## src/core/dms_params.svh

```systemverilog
// Constants for the device mode select decode block
`ifndef DMS_PARAMS_SVH
`define DMS_PARAMS_SVH
`define DMS_ADDR_CTRL      8'h00
`define DMS_ADDR_STATUS    8'h04
`define DMS_ADDR_PMDATA    8'h08
`define DMS_ADDR_SUBSYS    8'h0C
`define DMS_ADDR_WAKE      8'h10
`define DMS_ADDR_ACCESS    8'h14
`define DMS_CTRL_F0_PS_LSB 0
`define DMS_CTRL_F1_PS_LSB 2
`define DMS_CTRL_UBAR_BIT  4
`define DMS_CTRL_PMEEN_BIT 5
`define DMS_CTRL_RST       32'h0000_0000
`define DMS_PMDATA_RST     32'h0000_0000
`define DMS_PM_REV_11      3'h2
`define DMS_EE_ZONES_BASE  3'h4
`define DMS_EE_ZONES_ENH   3'h6
`define DMS_WR_WAIT        2'h0
`define DMS_RD_WAIT        2'h1
`define DMS_RD_CLKS        3'h5
`define DMS_WR_CLKS        3'h4
`define DMS_EE_LIMIT_DEF   16
`define DMS_RESP_OKAY      2'h0
`define DMS_RESP_SLVERR    2'h2
`endif

```

## src/core/dms_pkg.sv

```systemverilog
// Types for the device mode select decode block
package dms_pkg;
  typedef enum logic [2:0] {
    DMS_M_LB   = 3'b000,
    DMS_M_PP   = 3'b001,
    DMS_M_SSID = 3'b010,
    DMS_M_UBAR = 3'b011,
    DMS_M_ELB  = 3'b100,
    DMS_M_EPP  = 3'b101,
    DMS_M_TEST = 3'b110,
    DMS_M_SA   = 3'b111
  } dms_mode_t;
  typedef enum logic [1:0] {
    DMS_F1_LB   = 2'b00,
    DMS_F1_PP   = 2'b01,
    DMS_F1_NONE = 2'b10
  } dms_f1_t;
  typedef enum logic [1:0] {
    DMS_D0 = 2'b00,
    DMS_D1 = 2'b01,
    DMS_D2 = 2'b10,
    DMS_D3 = 2'b11
  } dms_pstate_t;
  typedef enum logic [1:0] {
    DMS_EE_IDLE = 2'b00,
    DMS_EE_LOAD = 2'b01,
    DMS_EE_DONE = 2'b10,
    DMS_EE_OVR  = 2'b11
  } dms_ee_t;
endpackage : dms_pkg

```

## src/core/dms_ee_guard.sv

```systemverilog
// EEPROM loader overrun guard
`timescale 1ns/10ps
`include "dms_params.svh"
module dms_ee_guard
  import dms_pkg::*;
#(
  parameter int LIMIT = `DMS_EE_LIMIT_DEF
) (
  input  wire logic       aclk,
  input  wire logic       aresetn,
  input  wire logic       start,
  input  wire logic       word_valid,
  input  wire logic       word_last,
  input  wire logic       enhanced,
  input  wire logic [2:0] zone,
  output logic            busy,
  output logic            overrun,
  output logic            zone_bad
);
  // Counter is 16 bits wide and needs room for at least two words
  if (LIMIT < 2 || LIMIT > 65535) begin : g_limit_bad
    $error("dms_ee_guard: LIMIT out of range");
  end

  dms_ee_t     st_q, st_d;
  logic [15:0] cnt_q, cnt_d;
  logic        zb_q, zb_d;
  logic [2:0]  zmax;

  always_comb begin
    zmax  = enhanced ? `DMS_EE_ZONES_ENH : `DMS_EE_ZONES_BASE;
    st_d  = st_q;
    cnt_d = cnt_q;
    zb_d  = zb_q;
    case (st_q)
      DMS_EE_IDLE: begin
        if (start) begin
          st_d  = DMS_EE_LOAD;
          cnt_d = 16'h0000;
          zb_d  = 1'b0;
        end
      end
      DMS_EE_LOAD: begin
        if (word_valid) begin
          cnt_d = cnt_q + 16'h0001;
          if (zone >= zmax) zb_d = 1'b1;
          if (word_last) st_d = DMS_EE_DONE;
          else if (cnt_q == 16'(LIMIT - 1)) st_d = DMS_EE_OVR;
        end
      end
      default: begin
        st_d = st_q;
      end
    endcase
  end

  always_ff @(posedge aclk) begin
    if (!aresetn) begin
      st_q  <= DMS_EE_IDLE;
      cnt_q <= 16'h0000;
      zb_q  <= 1'b0;
    end else begin
      st_q  <= st_d;
      cnt_q <= cnt_d;
      zb_q  <= zb_d;
    end
  end

  assign busy     = (st_q == DMS_EE_LOAD);
  assign overrun  = (st_q == DMS_EE_OVR);
  assign zone_bad = zb_q;
endmodule : dms_ee_guard

```

## src/core/dms_mode_decode.sv

```systemverilog
// Strap decode, power management and register slave for the mode select block
`timescale 1ns/10ps
`include "dms_params.svh"
////////////////////////////////////////////////////////////////////////////////
// Behaviour
// - Straps 000, 001, 010 are compatible; function 1 is bus, port, or absent.
// - Straps 011, 100, 101 are enhanced; function 1 bus, bus, port.
// - Strap 111 is standalone with no PCI; 110 is a reserved test mode.
// - Strap 011 or loaded field gives each channel its own I/O base.
// - Enhanced: pin 11 selects PCI or mini-PCI; pins 10..0 stay general.
// - Enhanced: all interrupts of both functions go out on INTA by default.
// - Enhanced with mini-PCI: INTB becomes CLKRUN; PCI leaves INTB unused.
// - Mini-PCI: wake allowed from D3cold, wake context held across it.
// - Channel writes take no wait state, reads exactly one.
// - Channel read done within five clocks, write within four.
// - Function 0 in D3 stops the channel clock.
// - Wake: ring in D3 or modem/serial in D2; function 1 on io 2.
// - Loader stops on overrun so configuration never hangs.
// - Enhanced: power management reports revision 1.1.
// - Enhanced: data and data-scale fields return user values.
// - Enhanced: loader accepts two extra zones.
// - Strap 010 takes subsystem identifiers from pins.
// - Standalone: interrupt pin drives channel interrupt push-pull.
module dms_mode_decode
  import dms_pkg::*;
#(
  parameter int EE_LIMIT = `DMS_EE_LIMIT_DEF
) (
  input  wire logic        aclk,
  input  wire logic        aresetn,
  input  wire logic [2:0]  mode_pins,
  input  wire logic        multi_purpose_io_in,
  input  wire logic [3:0]  ring_n,
  input  wire logic [3:0]  modem_n,
  input  wire logic [3:0]  serial_input_line,
  input  wire logic        io2_in,
  input  wire logic [31:0] subsys_pins,
  input  wire logic        f0_irq,
  input  wire logic        f1_irq,
  input  wire logic        d3cold,
  input  wire logic        ee_start,
  input  wire logic        ee_word_valid,
  input  wire logic        ee_word_last,
  input  wire logic [2:0]  ee_zone,
  input  wire logic        ee_ubar_field,
  output logic [2:0]       mode,
  output logic             enhanced,
  output logic             standalone,
  output logic [1:0]       f1_kind,
  output logic             unique_bars,
  output logic             io11_is_select,
  output logic             inta_out,
  output logic             inta_oe,
  output logic             intb_oe,
  output logic             clkrun_en,
  output logic             pme_oe,
  output logic             ch_clk_en,
  output logic [2:0]       pm_version,
  output logic             ee_busy,
  output logic             ee_overrun,
  input  wire logic [7:0]  s_axi_awaddr,
  input  wire logic        s_axi_awvalid,
  output logic             s_axi_awready,
  input  wire logic [31:0] s_axi_wdata,
  input  wire logic [3:0]  s_axi_wstrb,
  input  wire logic        s_axi_wvalid,
  output logic             s_axi_wready,
  output logic [1:0]       s_axi_bresp,
  output logic             s_axi_bvalid,
  input  wire logic        s_axi_bready,
  input  wire logic [7:0]  s_axi_araddr,
  input  wire logic        s_axi_arvalid,
  output logic             s_axi_arready,
  output logic [31:0]      s_axi_rdata,
  output logic [1:0]       s_axi_rresp,
  output logic             s_axi_rvalid,
  input  wire logic        s_axi_rready
);
  if (EE_LIMIT < 2 || EE_LIMIT > 65535) begin : g_limit_bad
    $error("dms_mode_decode: EE_LIMIT out of range");
  end

  ////////////////////////////////////////////////////////////////////////////
  // Strap capture
  logic [2:0] mode_q, mode_d;
  logic       msel_q, msel_d;
  logic       enh, mini;

  always_comb begin
    mode_d = aresetn ? mode_q : mode_pins;
    msel_d = aresetn ? msel_q : multi_purpose_io_in;
  end

  always_ff @(posedge aclk) begin
    mode_q <= mode_d;
    msel_q <= msel_d;
  end

  assign mode        = mode_q;
  assign enh         = (mode_q == DMS_M_UBAR) || (mode_q == DMS_M_ELB)
                    || (mode_q == DMS_M_EPP);
  assign enhanced    = enh;
  assign standalone  = (mode_q == DMS_M_SA);
  assign mini        = enh && msel_q;
  assign io11_is_select = enh;

  always_comb begin
    case (mode_q)
      DMS_M_LB, DMS_M_UBAR, DMS_M_ELB: f1_kind = DMS_F1_LB;
      DMS_M_PP, DMS_M_EPP:             f1_kind = DMS_F1_PP;
      default:                         f1_kind = DMS_F1_NONE;
    endcase
  end

  ////////////////////////////////////////////////////////////////////////////
  // Registers
  logic [31:0] ctrl_q, ctrl_d;
  logic [31:0] pmd_q, pmd_d;
  logic        wake_q, wake_d;
  logic        aw_q, aw_d, w_q, w_d, b_q, b_d, r_q, r_d;
  logic [7:0]  awa_q, awa_d;
  logic [31:0] wd_q, wd_d, rd_q, rd_d;
  logic [1:0]  br_q, br_d, rr_q, rr_d;
  logic [1:0]  f0_ps, f1_ps;
  logic        wake_ev, wr_go, rd_go, ee_zb;
  logic [31:0] rdv;
  logic [1:0]  rsp;

  assign f0_ps = ctrl_q[`DMS_CTRL_F0_PS_LSB +: 2];
  assign f1_ps = ctrl_q[`DMS_CTRL_F1_PS_LSB +: 2];
  assign unique_bars = (mode_q == DMS_M_UBAR) || ee_ubar_field
                    || ctrl_q[`DMS_CTRL_UBAR_BIT];
  assign ch_clk_en  = (f0_ps != DMS_D3);
  assign pm_version = enh ? `DMS_PM_REV_11 : 3'h1;

  // Wake sources by power state of each function
  assign wake_ev = ((f0_ps == DMS_D3) && (ring_n != 4'hF))
                || ((f0_ps == DMS_D2) && ((modem_n != 4'hF)
                    || (serial_input_line != 4'hF)))
                || ((f1_ps != DMS_D0) && io2_in);

  always_comb begin
    aw_d  = aw_q;
    w_d   = w_q;
    awa_d = awa_q;
    wd_d  = wd_q;
    b_d   = b_q;
    br_d  = br_q;
    ctrl_d = ctrl_q;
    pmd_d  = pmd_q;
    wake_d = wake_q;
    if (s_axi_awvalid && !aw_q && !b_q) begin
      aw_d  = 1'b1;
      awa_d = s_axi_awaddr;
    end
    if (s_axi_wvalid && !w_q && !b_q) begin
      w_d  = 1'b1;
      wd_d = s_axi_wdata;
    end
    if (s_axi_bvalid && s_axi_bready) b_d = 1'b0;
    wr_go = aw_q && w_q;
    if (wr_go) begin
      aw_d = 1'b0;
      w_d  = 1'b0;
      b_d  = 1'b1;
      br_d = `DMS_RESP_OKAY;
      if (awa_q == `DMS_ADDR_CTRL) begin
        ctrl_d = wd_q;
      end else if (awa_q == `DMS_ADDR_PMDATA) begin
        if (enh) pmd_d = wd_q;
      end else if (awa_q == `DMS_ADDR_WAKE) begin
        if (wd_q[0]) wake_d = 1'b0;
      end else begin
        br_d = `DMS_RESP_SLVERR;
      end
    end
    // Wake flag: a new event beats a clear in the same cycle
    if (wake_ev && ctrl_q[`DMS_CTRL_PMEEN_BIT]) wake_d = 1'b1;
    // D3cold keeps the flag only for mini-PCI
    if (d3cold && !mini) wake_d = 1'b0;
  end

  always_comb begin
    rdv = 32'h0000_0000;
    rsp = `DMS_RESP_OKAY;
    if (s_axi_araddr == `DMS_ADDR_CTRL) begin
      rdv = ctrl_q;
    end else if (s_axi_araddr == `DMS_ADDR_STATUS) begin
      rdv = {16'h0000, 1'b0, pm_version, 1'b0, ee_zb, ee_overrun, ee_busy,
             clkrun_en, unique_bars, mini, standalone, enh, mode_q};
    end else if (s_axi_araddr == `DMS_ADDR_PMDATA) begin
      rdv = enh ? pmd_q : 32'h0000_0000;
    end else if (s_axi_araddr == `DMS_ADDR_SUBSYS) begin
      rdv = (mode_q == DMS_M_SSID) ? subsys_pins : 32'h0000_0000;
    end else if (s_axi_araddr == `DMS_ADDR_WAKE) begin
      rdv = {31'h0000_0000, wake_q};
    end else if (s_axi_araddr == `DMS_ADDR_ACCESS) begin
      rdv = {8'h00, 5'h00, `DMS_RD_CLKS, 5'h00, `DMS_WR_CLKS,
             2'h0, `DMS_RD_WAIT, 2'h0, `DMS_WR_WAIT};
    end else begin
      rsp = `DMS_RESP_SLVERR;
    end
    rd_go = s_axi_arvalid && !r_q;
    r_d   = r_q;
    rd_d  = rd_q;
    rr_d  = rr_q;
    if (r_q && s_axi_rready) r_d = 1'b0;
    if (rd_go) begin
      r_d  = 1'b1;
      rd_d = rdv;
      rr_d = rsp;
    end
  end

  // Write side state
  always_ff @(posedge aclk) begin
    if (!aresetn) begin
      ctrl_q <= `DMS_CTRL_RST;
      pmd_q  <= `DMS_PMDATA_RST;
      wake_q <= 1'b0;
      aw_q   <= 1'b0;
      w_q    <= 1'b0;
      b_q    <= 1'b0;
      awa_q  <= 8'h00;
      wd_q   <= 32'h0000_0000;
      br_q   <= 2'h0;
    end else begin
      ctrl_q <= ctrl_d;
      pmd_q  <= pmd_d;
      wake_q <= wake_d;
      aw_q   <= aw_d;
      w_q    <= w_d;
      b_q    <= b_d;
      awa_q  <= awa_d;
      wd_q   <= wd_d;
      br_q   <= br_d;
    end
  end

  // Read side kept apart so a stalled answer never holds up writes
  always_ff @(posedge aclk) begin
    if (!aresetn) begin
      r_q  <= 1'b0;
      rd_q <= 32'h0000_0000;
      rr_q <= 2'h0;
    end else begin
      r_q  <= r_d;
      rd_q <= rd_d;
      rr_q <= rr_d;
    end
  end

  assign s_axi_awready = !aw_q && !b_q;
  assign s_axi_wready  = !w_q && !b_q;
  assign s_axi_bvalid  = b_q;
  assign s_axi_bresp   = br_q;
  assign s_axi_arready = !r_q;
  assign s_axi_rvalid  = r_q;
  assign s_axi_rdata   = rd_q;
  assign s_axi_rresp   = rr_q;

  ////////////////////////////////////////////////////////////////////////////
  // Pins
  assign inta_out  = standalone ? f0_irq : 1'b0;
  assign inta_oe   = standalone ? 1'b1 : (f0_irq || (enh && f1_irq));
  assign intb_oe   = !enh && !standalone && (mode_q != DMS_M_TEST)
                  && f1_irq;
  assign clkrun_en = mini;
  // Standalone relies on the board holding PCI inputs idle
  assign pme_oe    = wake_q && !standalone;

  dms_ee_guard #(
    .LIMIT(EE_LIMIT)
  ) u_guard (
    .aclk       (aclk),
    .aresetn    (aresetn),
    .start      (ee_start),
    .word_valid (ee_word_valid),
    .word_last  (ee_word_last),
    .enhanced   (enh),
    .zone       (ee_zone),
    .busy       (ee_busy),
    .overrun    (ee_overrun),
    .zone_bad   (ee_zb)
  );
endmodule : dms_mode_decode

```

## config.mk

```make
export PLATFORM = sky130hd
export DESIGN_NAME = dms_mode_decode
export DESIGN_NICKNAME = d
export VERILOG_FILES = /design/src/core/dms_pkg.sv /design/src/core/dms_ee_guard.sv /design/src/core/dms_mode_decode.sv
export VERILOG_INCLUDE_DIRS = /design/src /design/src/core
export SDC_FILE = /design/constraint.sdc
export NUM_CORES = 1
export LEC_CHECK = 0
export ABC_CLOCK_PERIOD_IN_PS = 3400
export BUFFER_PORTS_ARGS = -buffer_cell sky130_fd_sc_hd__buf_2
export CORE_MARGIN = 3
export CORE_UTILIZATION = 53
export CTS_BUF_LIST = sky130_fd_sc_hd__clkbuf_16
export CTS_CLUSTER_SIZE = 30
export DETAILED_ROUTE_END_ITERATION = 16
export PLACE_DENSITY = 0.82
export SETUP_SLACK_MARGIN = 0.3
export SLEW_MARGIN = 20
export SYNTH_ARGS = -nofsm -noshare
export SYNTH_HDL_FRONTEND = slang
export SYNTH_SLANG_ARGS = --single-unit
```

## constraint.sdc

```tcl
create_clock -name aclk -period 3.4 [get_ports aclk]
set_clock_uncertainty 0.15 [all_clocks]
set_input_delay 0.68 -clock aclk [delete_from_list [all_inputs] [get_ports aclk]]
set_output_delay 0.68 -clock aclk [all_outputs]
set_load 0.05 [all_outputs]
```

[Word-level counts from Yosys, hierarchy flattened]
Cells that the tools add are included.
Word-level totals
  input port bits: 118
  output and inout port bits: 61
  bits in registers: 168
  word-level logic and storage cells: 151
Operators by class
  bitwise gates (word level): 2
  equal/unequal tests: 29
  add/sub/neg operators: 1
  multiplexer cells: 44
  reduce and logical (&&, ||, !) cells: 57
  magnitude comparators: 1
Operators with widths (number)
  two-way mux 32 bit: 6
  two-way mux 19 bit: 2
  two-way mux 16 bit: 2
  one-hot mux 16 bit (2 select lines): 1
  two-way mux 2 bit: 15
  equality test 8 x 4 -> 1 bit (second input constant): 3
  equality test 8 x 5 -> 1 bit (second input constant): 3
  logical AND 1 bit: 21
  adder 16 x 1 -> 16 bit (second input constant): 1
  equality test 16 x 4 -> 1 bit (second input constant): 1
  zero test 8 bit: 2
  two-way mux 1 bit: 15
  nonzero test 2 bit: 7
  != test 4 bit (second input constant): 3
  AND reduction 4 bit: 3
  equality test 3 bit (second input constant): 3
  equality test 8 x 3 -> 1 bit (second input constant): 1
  logical OR 1 bit: 8
  one-hot mux 2 bit (2 select lines): 2
  zero test 1 bit: 7
  equality test 2 bit (second input constant): 3
  equality test 3 x 2 -> 1 bit (second input constant): 2
  != test 2 x 1 -> 1 bit (second input constant): 3
  != test 2 bit (second input constant): 3
  14 further kinds: 17

[Depth between registers and ports, before layout]
Gate-level depths: netlist of the first run.
  word-level depth: 8
  depth in mapped cells: 8
  gate-level depth less buffers: 7

[Hierarchy]
From an unflattened synthesis of the first run, not the netlist that was laid out.
Unflattened totals
  cells, all modules: 947
  area total of the unflattened synthesis: 7382.1 µm²
Modules (own cells, without submodules)
  dms_mode_decode: times used 1, sequential area each 2982.9 µm², area an instance 6442.4 µm², cells each 840
  dms_ee_guard: times used 1, sequential area each 380.4 µm², area an instance 939.7 µm², cells each 107

[Least setup slack after synthesis of the first run]
OpenSTA, ideal clock, no wires.
  kind: reg2reg
  start: reg mode_q[1], in the netlist mode[1]
  end: reg pmd_q[10]
  clock period less this slack: 3.145 ns
  buffers on the path: 2
  required time: 3.118 ns
  stages on the path, launching flop included: 9
  library setup time: 0.132 ns
  path slack: 0.255 ns
  arrival: 2.863 ns
  cells stage by stage: edfxtp_1 > nand3b_1 > nand2_1 > inv_2 > or4b_1 > buf_2 > buf_6 > nand2_1 > a21oi_1
On the way
  longest elaborated chain between the ends: 4
  elaborated cells between the ends (all ways): 6
  those cells by class: 3 x eq/ne; 3 x reduce/logical
RTL lines
  start, declared: RTL line dms_mode_decode.sv:85  | logic [2:0] mode_q, mode_d;
  start signal, assigned: RTL line dms_mode_decode.sv:95  | mode_q <= mode_d;
  equality test 3 x 2 -> 1 bit / equality test 3 bit (equally long branches): RTL line dms_mode_decode.sv:100  | assign enh = (mode_q == DMS_M_UBAR) || (mode_q == DMS_M_ELB)
  logical OR 1 bit: RTL line dms_mode_decode.sv:100
  logical OR 1 bit *: RTL line dms_mode_decode.sv:101  | || (mode_q == DMS_M_EPP);
  net enhanced: RTL line dms_mode_decode.sv:47  | output logic enhanced,
  AND reduction 4 bit (no line) *
  end signal, assigned: RTL line dms_mode_decode.sv:219  | pmd_q <= `DMS_PMDATA_RST;
  end signal, assigned: RTL line dms_mode_decode.sv:229  | pmd_q <= pmd_d;
  end, declared: RTL line dms_mode_decode.sv:118  | logic [31:0] pmd_q, pmd_d;
The timed path passes the listed nets; every way through them passes the cells marked *.
A chain may end at the register's enable or synchronous reset.

[Worst setup path in the final report of the first run]
  start: reg mode_q[1], in the netlist mode[1]
  end: out clkrun_en
On the way
  longest elaborated chain between the ends: 4
  elaborated cells between the ends (all ways): 6
  those cells by class: 3 x eq/ne; 3 x reduce/logical
RTL lines
  equality test 3 x 2 -> 1 bit / equality test 3 bit (equally long branches): RTL line dms_mode_decode.sv:100
  logical OR 1 bit: RTL line dms_mode_decode.sv:100
  logical OR 1 bit *: RTL line dms_mode_decode.sv:101
  logical AND 1 bit *: RTL line dms_mode_decode.sv:104  | assign mini = enh && msel_q;
  end, declared: RTL line dms_mode_decode.sv:55  | output logic clkrun_en,
Mark *: on every way between the ends. The rest lies on a longest branch, timed or not.

==> results of run 1 <==
==> layout make-up <==
type / count / area, um2
flip-flops and latches: 166 / 3363
fillers: 1098 / 4218
clock buffers: 18 / 450.4
inverters: 15 / 57.56
well taps: 172 / 215.2
diodes: 1 / 2.502
multi-input cells: 647 / 3342
clock inverters: 14 / 83.83
repair buffers: 194 / 1041
==> flip-flops by register name (all words and copies together), names as in the netlist, 2 cells and up <==
name	cells
pmd_q	32
awa_q	8
u_guard.st_q	2
u_guard.cnt_q	16
mode	3
ctrl_q	32
s_axi_rdata	32
wd_q	32
==> metal layers <==
layer / up-vias / GRT usage / wire [um]
met2: 340 / 0.4363 / 9195
li1: 3360 / - / -
met5: - / 0 / 27
met4: 4 / 0.08711 / 344
met3: 40 / 0.07905 / 2108
met1: 3121 / 0.3550 / 8250
==> power groups by stage <==
stage / Clock, mW / Combinational [mW] / Sequential [mW]
after global routing: 1.85 / 0.607 / 2.08
after global placement: 0 / 0.547 / 2.11
final: 1.74 / 0.562 / 2.07
after CTS: 1.76 / 0.557 / 2.07
after detailed placement: 0 / 0.553 / 2.11
after floorplan: 0 / 0.287 / 2.19
==> stage by stage <==
step / cell area [um2] / hold slack (ns) / power [mW] / instances / setup slack, ns
after detailed placement: 7999 / 0.2844 / 2.666 / 1192 / 0.6120
after global placement: 7999 / 0.2806 / 2.658 / 1192 / 0.6410
after floorplan: 6994 / 0.2803 / 2.475 / 889 / 0.4029
after global routing: 8553 / 0.2668 / 4.535 / 1226 / 0.3434
after CTS: 8533 / 0.2706 / 4.383 / 1224 / 0.3022
final: 8556 / 0.2804 / 4.370 / 1227 / 0.4524
==> what timing repair did <==
item	CTS	global route
buffers inserted	0	2
hold endpoints to repair	0	0
setup endpoints to repair	0	3
resized for setup	0	1
==> final timing paths <==
kind	from	to
setup / recovery	mode[1]	clkrun_en
hold / removal	mode_pins[2]	mode[2]
setup reg to reg	awa_q[1]	ctrl_q[6]
hold reg to reg	awa_q[5]	awa_q[5]
==> logic make-up (layout without fill, tap and decap cells) <==
group,Yosys count,in the layout
fa+ha+maj,2,2
other cells,1,4
buf+inv,76,241
xor+xnor,12,12
flops,166,166
simple gates,374,374
compound gates,251,251
mux,5,5
==> cell usage in the layout (no fill, tap or decap), types with 8 or more instances in the layout <==
cell type  netlist  final
nor3_1          11      9
a31oi_1         11     11
clkbuf_16        0     18
nand3_1         12     12
nor2_1          32     32
nand2b_1        10     10
dfxtp_1        162    162
inv_1           14     15
o21ai_0         36     36
buf_4            5     22
nand2_1        257    256
buf_2            8    171
a221oi_1        19     19
or3_1            8      8
a21oi_1        145    145
==> critical path: cells and delay by family, from the launching register on <==
family	cells	cell delay (ns)
DFF	1	0.56
buffers and inverters	1	0.29
and+or+nand+nor	3	0.83
==> results_dict.tcl, run 1 <==
set metrics [dict create \
    r2r_cells 6 \
    synth_compound_area_frac 0.2083 \
    required_ns 2.57 \
    place.gp.congestion 0.9009 \
    numCtsBuffers 17 \
    drive_above_1_share 0.2239 \
    synth_top_family_by_area "simple AND/OR/NAND/NOR gates" \
    yosysTopAreaCell "dfxtp_1" \
    sw_frac_of_total 0.2789 \
    synth.ff_latch_count 166 \
    synthFlopType "dfxtp_1" \
    ys_seq_area_frac 0.4815 \
    grt_max_degree 85 \
    yosysWarnings 0 \
    wl_per_cell_um 16.24 \
    grt_overflow_total 0 \
    num_vias 6865 \
    postSynthCellCount 887 \
    synth_edf_count 4 \
    dr.pass1.iters 5 \
    h-tree-depth 4 \
    ant_nets 0 \
    slew_violations 0 \
    cp.arrival_ns 2.12 \
    leakage_nw 3.350 \
    hold_viol 0 \
    intPower_mw 3.152 \
    hold_buffers 0 \
    synth-async-reset-ratio 0 \
    cpPeakStageDelay_ns 0.56 \
    yosys.area_share.simple 0.2350 \
    ios 179 \
    crit_path_end_kind "primary output" \
    fin_nets 1161 \
    grt_pass1_wl_um 31460 \
    rrSetupSlack_ns 0.63 \
    drtIter0Drc 760 \
    yosysMostFrequentCell "nand2_1" \
    max-cap-violations 0 \
    synthTopCellsByArea "dfxtp_1, nand2_1, a21oi_1" \
    synthTopCellsByCount "nand2_1, dfxtp_1, a21oi_1, clkbuf_1, o21ai_0" \
    critical_path.max_fanout 13 \
    cts_tree "yes" \
    cp-start-kind "flop" \
    antenna_found_initial 2 \
    setup_viol 0 \
    max_freq_mhz 339.3 \
    die_area_um2 14590 \
    cts.clk_slew.worst_paths_ns 0.06 \
    clock_sinks 166 \
    setup_tns_ns 0 \
    die_y_um 120.8 \
    hold_class "in2reg" \
    crit_slowest_cell "edfxtp_1" \
    synth_top_area_frac 0.4643 \
    post-route-period-util 0.8669 \
    grt_usage 0.2721 \
    grt_pass1_vias 6344 \
    wl_um 19930 \
    clock-root-buffer "clkbuf_16" \
    clock_path_buffers 2 \
    tightest_slew_ns 0.8979 \
    peakVddDrop_uv 376.3 \
    path_cells "nand3b_1, nand2_4, and2_1, buf_2" \
    p_clk_frac 0.397 \
    synth_fa_ha_area_frac 0.003583 \
    die_w_um 120.8 \
    synth_cell_types 59 \
    status "completed" \
    power_density_nw_per_um2 510.8 \
    synth_area_um2 6984 \
    criticalPathCategory "reg2out" \
    slew-limit-headroom 0.4014 \
    core_um2 12770 \
    grt_setup_unrepaired "no" \
    area_growth_pct 22.50 \
    row_count 41 \
    initial_core_util 0.5468 \
    clk_latency_ns 0.43 \
    p_sw_mw 1.219 \
    synthMuxAreaShare 0.007703 \
    seqPwrFrac 0.474 \
    drc 0 \
    final_util 0.6698 \
    min_path_cells 1 \
    dp_hpwl_um 13380 \
    synth.avg_cell_area_um2 7.874 \
    synth_xor_area_frac 0.01505 \
    power_frac_comb 0.129 \
    avgViaCountPerCell 5.595 \
    post-route-min-period_ns 2.948 \
    io_buffer_count 171 \
]
Note: power is estimated with default switching activity, not from simulation.
==> inputs of run 2 (changes only) <==
--- a/config.mk
+++ b/config.mk
@@ -6,14 +6,14 @@
 export SDC_FILE = /design/constraint.sdc
 export NUM_CORES = 1
 export LEC_CHECK = 0
-export ABC_CLOCK_PERIOD_IN_PS = 3400
+export ABC_CLOCK_PERIOD_IN_PS = 2500
 export BUFFER_PORTS_ARGS = -buffer_cell sky130_fd_sc_hd__buf_2
 export CORE_MARGIN = 3
-export CORE_UTILIZATION = 53
+export CORE_UTILIZATION = 48
 export CTS_BUF_LIST = sky130_fd_sc_hd__clkbuf_16
 export CTS_CLUSTER_SIZE = 30
 export DETAILED_ROUTE_END_ITERATION = 16
-export PLACE_DENSITY = 0.82
+export PLACE_DENSITY = 0.78
 export SETUP_SLACK_MARGIN = 0.3
 export SLEW_MARGIN = 20
 export SYNTH_ARGS = -nofsm -noshare
==> constraint.sdc (replaced) <==
create_clock -name aclk -period 2.5 [get_ports aclk]
set_clock_uncertainty 0.15 [all_clocks]
set_input_delay 0.5 -clock aclk [delete_from_list [all_inputs] [get_ports aclk]]
set_output_delay 0.5 -clock aclk [all_outputs]
set_load 0.05 [all_outputs]
==> run 2 against run 1 <==
Register-to-register slack got worse by 0.55 ns. Final area up 6.8%. Utilization is 1.9 points lower. Via count grew 3.4%. Combinational power increased by 52%. Critical path depth increased by 4. Power up 45%. Global-route usage is 1.4 points lower. Non-clock buffer count rose by 26. Count of clock-buffer cells in the layout decreased by 1. Worst hold slack got worse by 0.17 ns. Largest cell class is now multi-input combinational cells.
==> results_dict.tcl, run 2 (synthesis results as in run 1) <==
set metrics [dict create \
    status "completed" \
    initial_core_util 0.4974 \
    fin_nets 1187 \
    crit_path_end_kind "flop" \
    cp-start-kind "flop" \
    ant_nets 0 \
    grt_usage 0.2585 \
    num_vias 7097 \
    wl_per_cell_um 16.81 \
    p_total_mw 6.346 \
    final_common_cell "nand2_1" \
    hold_class "in2reg" \
    drtIter0Drc 736 \
    busiest_layer "met2" \
    row_count 43 \
    required_ns 2.70 \
    grt_overflow_total 0 \
    core_um2 14040 \
    clock-root-buffer "clkbuf_16" \
    clock_sinks 166 \
    wl_um 21200 \
    layout_common_cells "nand2_1, dfxtp_1, buf_2" \
    grt_pass1_vias 6688 \
    post-route-period-util 0.9694 \
    post-route-min-period_ns 2.424 \
    slew_violations 0 \
    grt_use_met3 0.06105 \
    clock_path_buffers 2 \
    avgViaCountPerCell 5.628 \
    ios 179 \
    slew-limit-headroom 0.5556 \
    setup_tns_ns 0 \
    io_buffer_count 171 \
    tightest_slew_ns 0.6641 \
    hold_viol 0 \
    cts_tree "yes" \
    die_w_um 126.6 \
    h-tree-depth 4 \
    max-cap-violations 0 \
    crit_slowest_cell "or4_1" \
    drive_above_1_share 0.2611 \
    area_growth_pct 30.87 \
    max_freq_mhz 412.6 \
    criticalPathCategory "reg2reg" \
    path_cells "or4_1, or4_4, buf_6, nor4b_4, buf_6, buf_8, nand2_1, a21oi_1" \
    critical_path.max_fanout 10 \
    grt_setup_unrepaired "yes" \
    place.gp.congestion 0.9107 \
    numCtsBuffers 17 \
    cts.clk_slew.worst_paths_ns 0.06 \
    power_density_nw_per_um2 694.3 \
    peakVddDrop_uv 454.3 \
    final_area_um2 9140 \
    antenna_found_initial 2 \
    clk_latency_ns 0.42 \
    whs_ns 0.1072 \
    die_area_um2 16030 \
    dr.pass1.iters 5 \
    cp.arrival_ns 2.62 \
    leakage_nw 3.607 \
    timing.critical_path.mode_cell "buf_6" \
    dp_hpwl_um 13880 \
    cpPeakStageDelay_ns 0.51 \
    setup_viol 0 \
    drc 0 \
    grt_pass1_wl_um 33490 \
    grt_max_degree 122 \
    use_met2 0.3851 \
    dpl-instance-area_um2 8197 \
    die_y_um 126.6 \
    grt_use_met1 0.3626 \
]
[run 2: changes by cell type in the layout (fill, tap and decap cells not counted), moves of 3 or more]
cell / before / now
buf_12: 1 / 8
buf_2: 171 / 161
inv_6: 1 / 4
clkinvlp_4: 4 / 1
nand2_1: 256 / 252
nand2_2: 0 / 3
buf_4: 22 / 35
buf_8: 0 / 6
buf_6: 0 / 8
bufinv_16: 0 / 3
[run 2: path summary, 6_finish.rpt]
check,start,endpoint,slack [ns],cells after the start
max,awa_q[1],pmd_q[6],0.08,8
min reg2reg,pmd_q[23],s_axi_rdata[23],0.30,2
max reg2reg,awa_q[1],pmd_q[6],0.08,8
min,mode_pins[2],mode[2],0.11,1
[run 2: report_power, final]
group          switching [mW]  internal [mW]  total, mW
clock                    1.10           1.58       2.68
combinational           0.568          0.289      0.857
sequential             0.0682           2.75       2.81
[run 2: metal layers]
metal | up-vias | part of all wire
li1 | 3432 | -
met1 | 3271 | 0.44
met2 | 354 | 0.44
met3 | 38 | 0.094
met4 | 2 | 0.021
met5 | - | 0.00061
[run 2: worst max-delay path, delay by kind of cell (launching register included)]
family | cells | cell delay [ns]
simple gates | 4 | 1.29
flops | 1 | 0.31
buf+inv | 3 | 0.45
compound gates | 1 | 0.14
[run 2: repair_timing]
item | 4_1_cts | 5_1_grt
gates cloned | 1 | 2
gates resized for setup | 31 | 23
hold buffers | 0 | 0
hold endpoints to repair | 0 | 0
setup buffers | 6 | 7
setup endpoints to repair | 75 | 74
pin swaps | 4 | 3
[run 2: final cells by class]
class,instances,area [um2]
inverters,15,66.31
diodes,1,2.502
flip-flops and latches,166,3363
fillers,1147,4902
clock buffers,17,425.4
repair buffers,220,1459
well taps,180,225.2
clock inverters,15,176.4
multi-input cells,647,3422
[run 2: through the flow]
stage | setup slack [ns] | instances | util
2_1_floorplan | -0.1081 | 889 | -
3_3_place_gp | 0.01980 | 1212 | 0.5837
3_5_place_dp | 0.001569 | 1212 | 0.5837
4_1_cts | 0.09552 | 1251 | 0.6381
5_1_grt | -0.001745 | 1261 | 0.6509
6_report | 0.07646 | 1261 | 0.6509
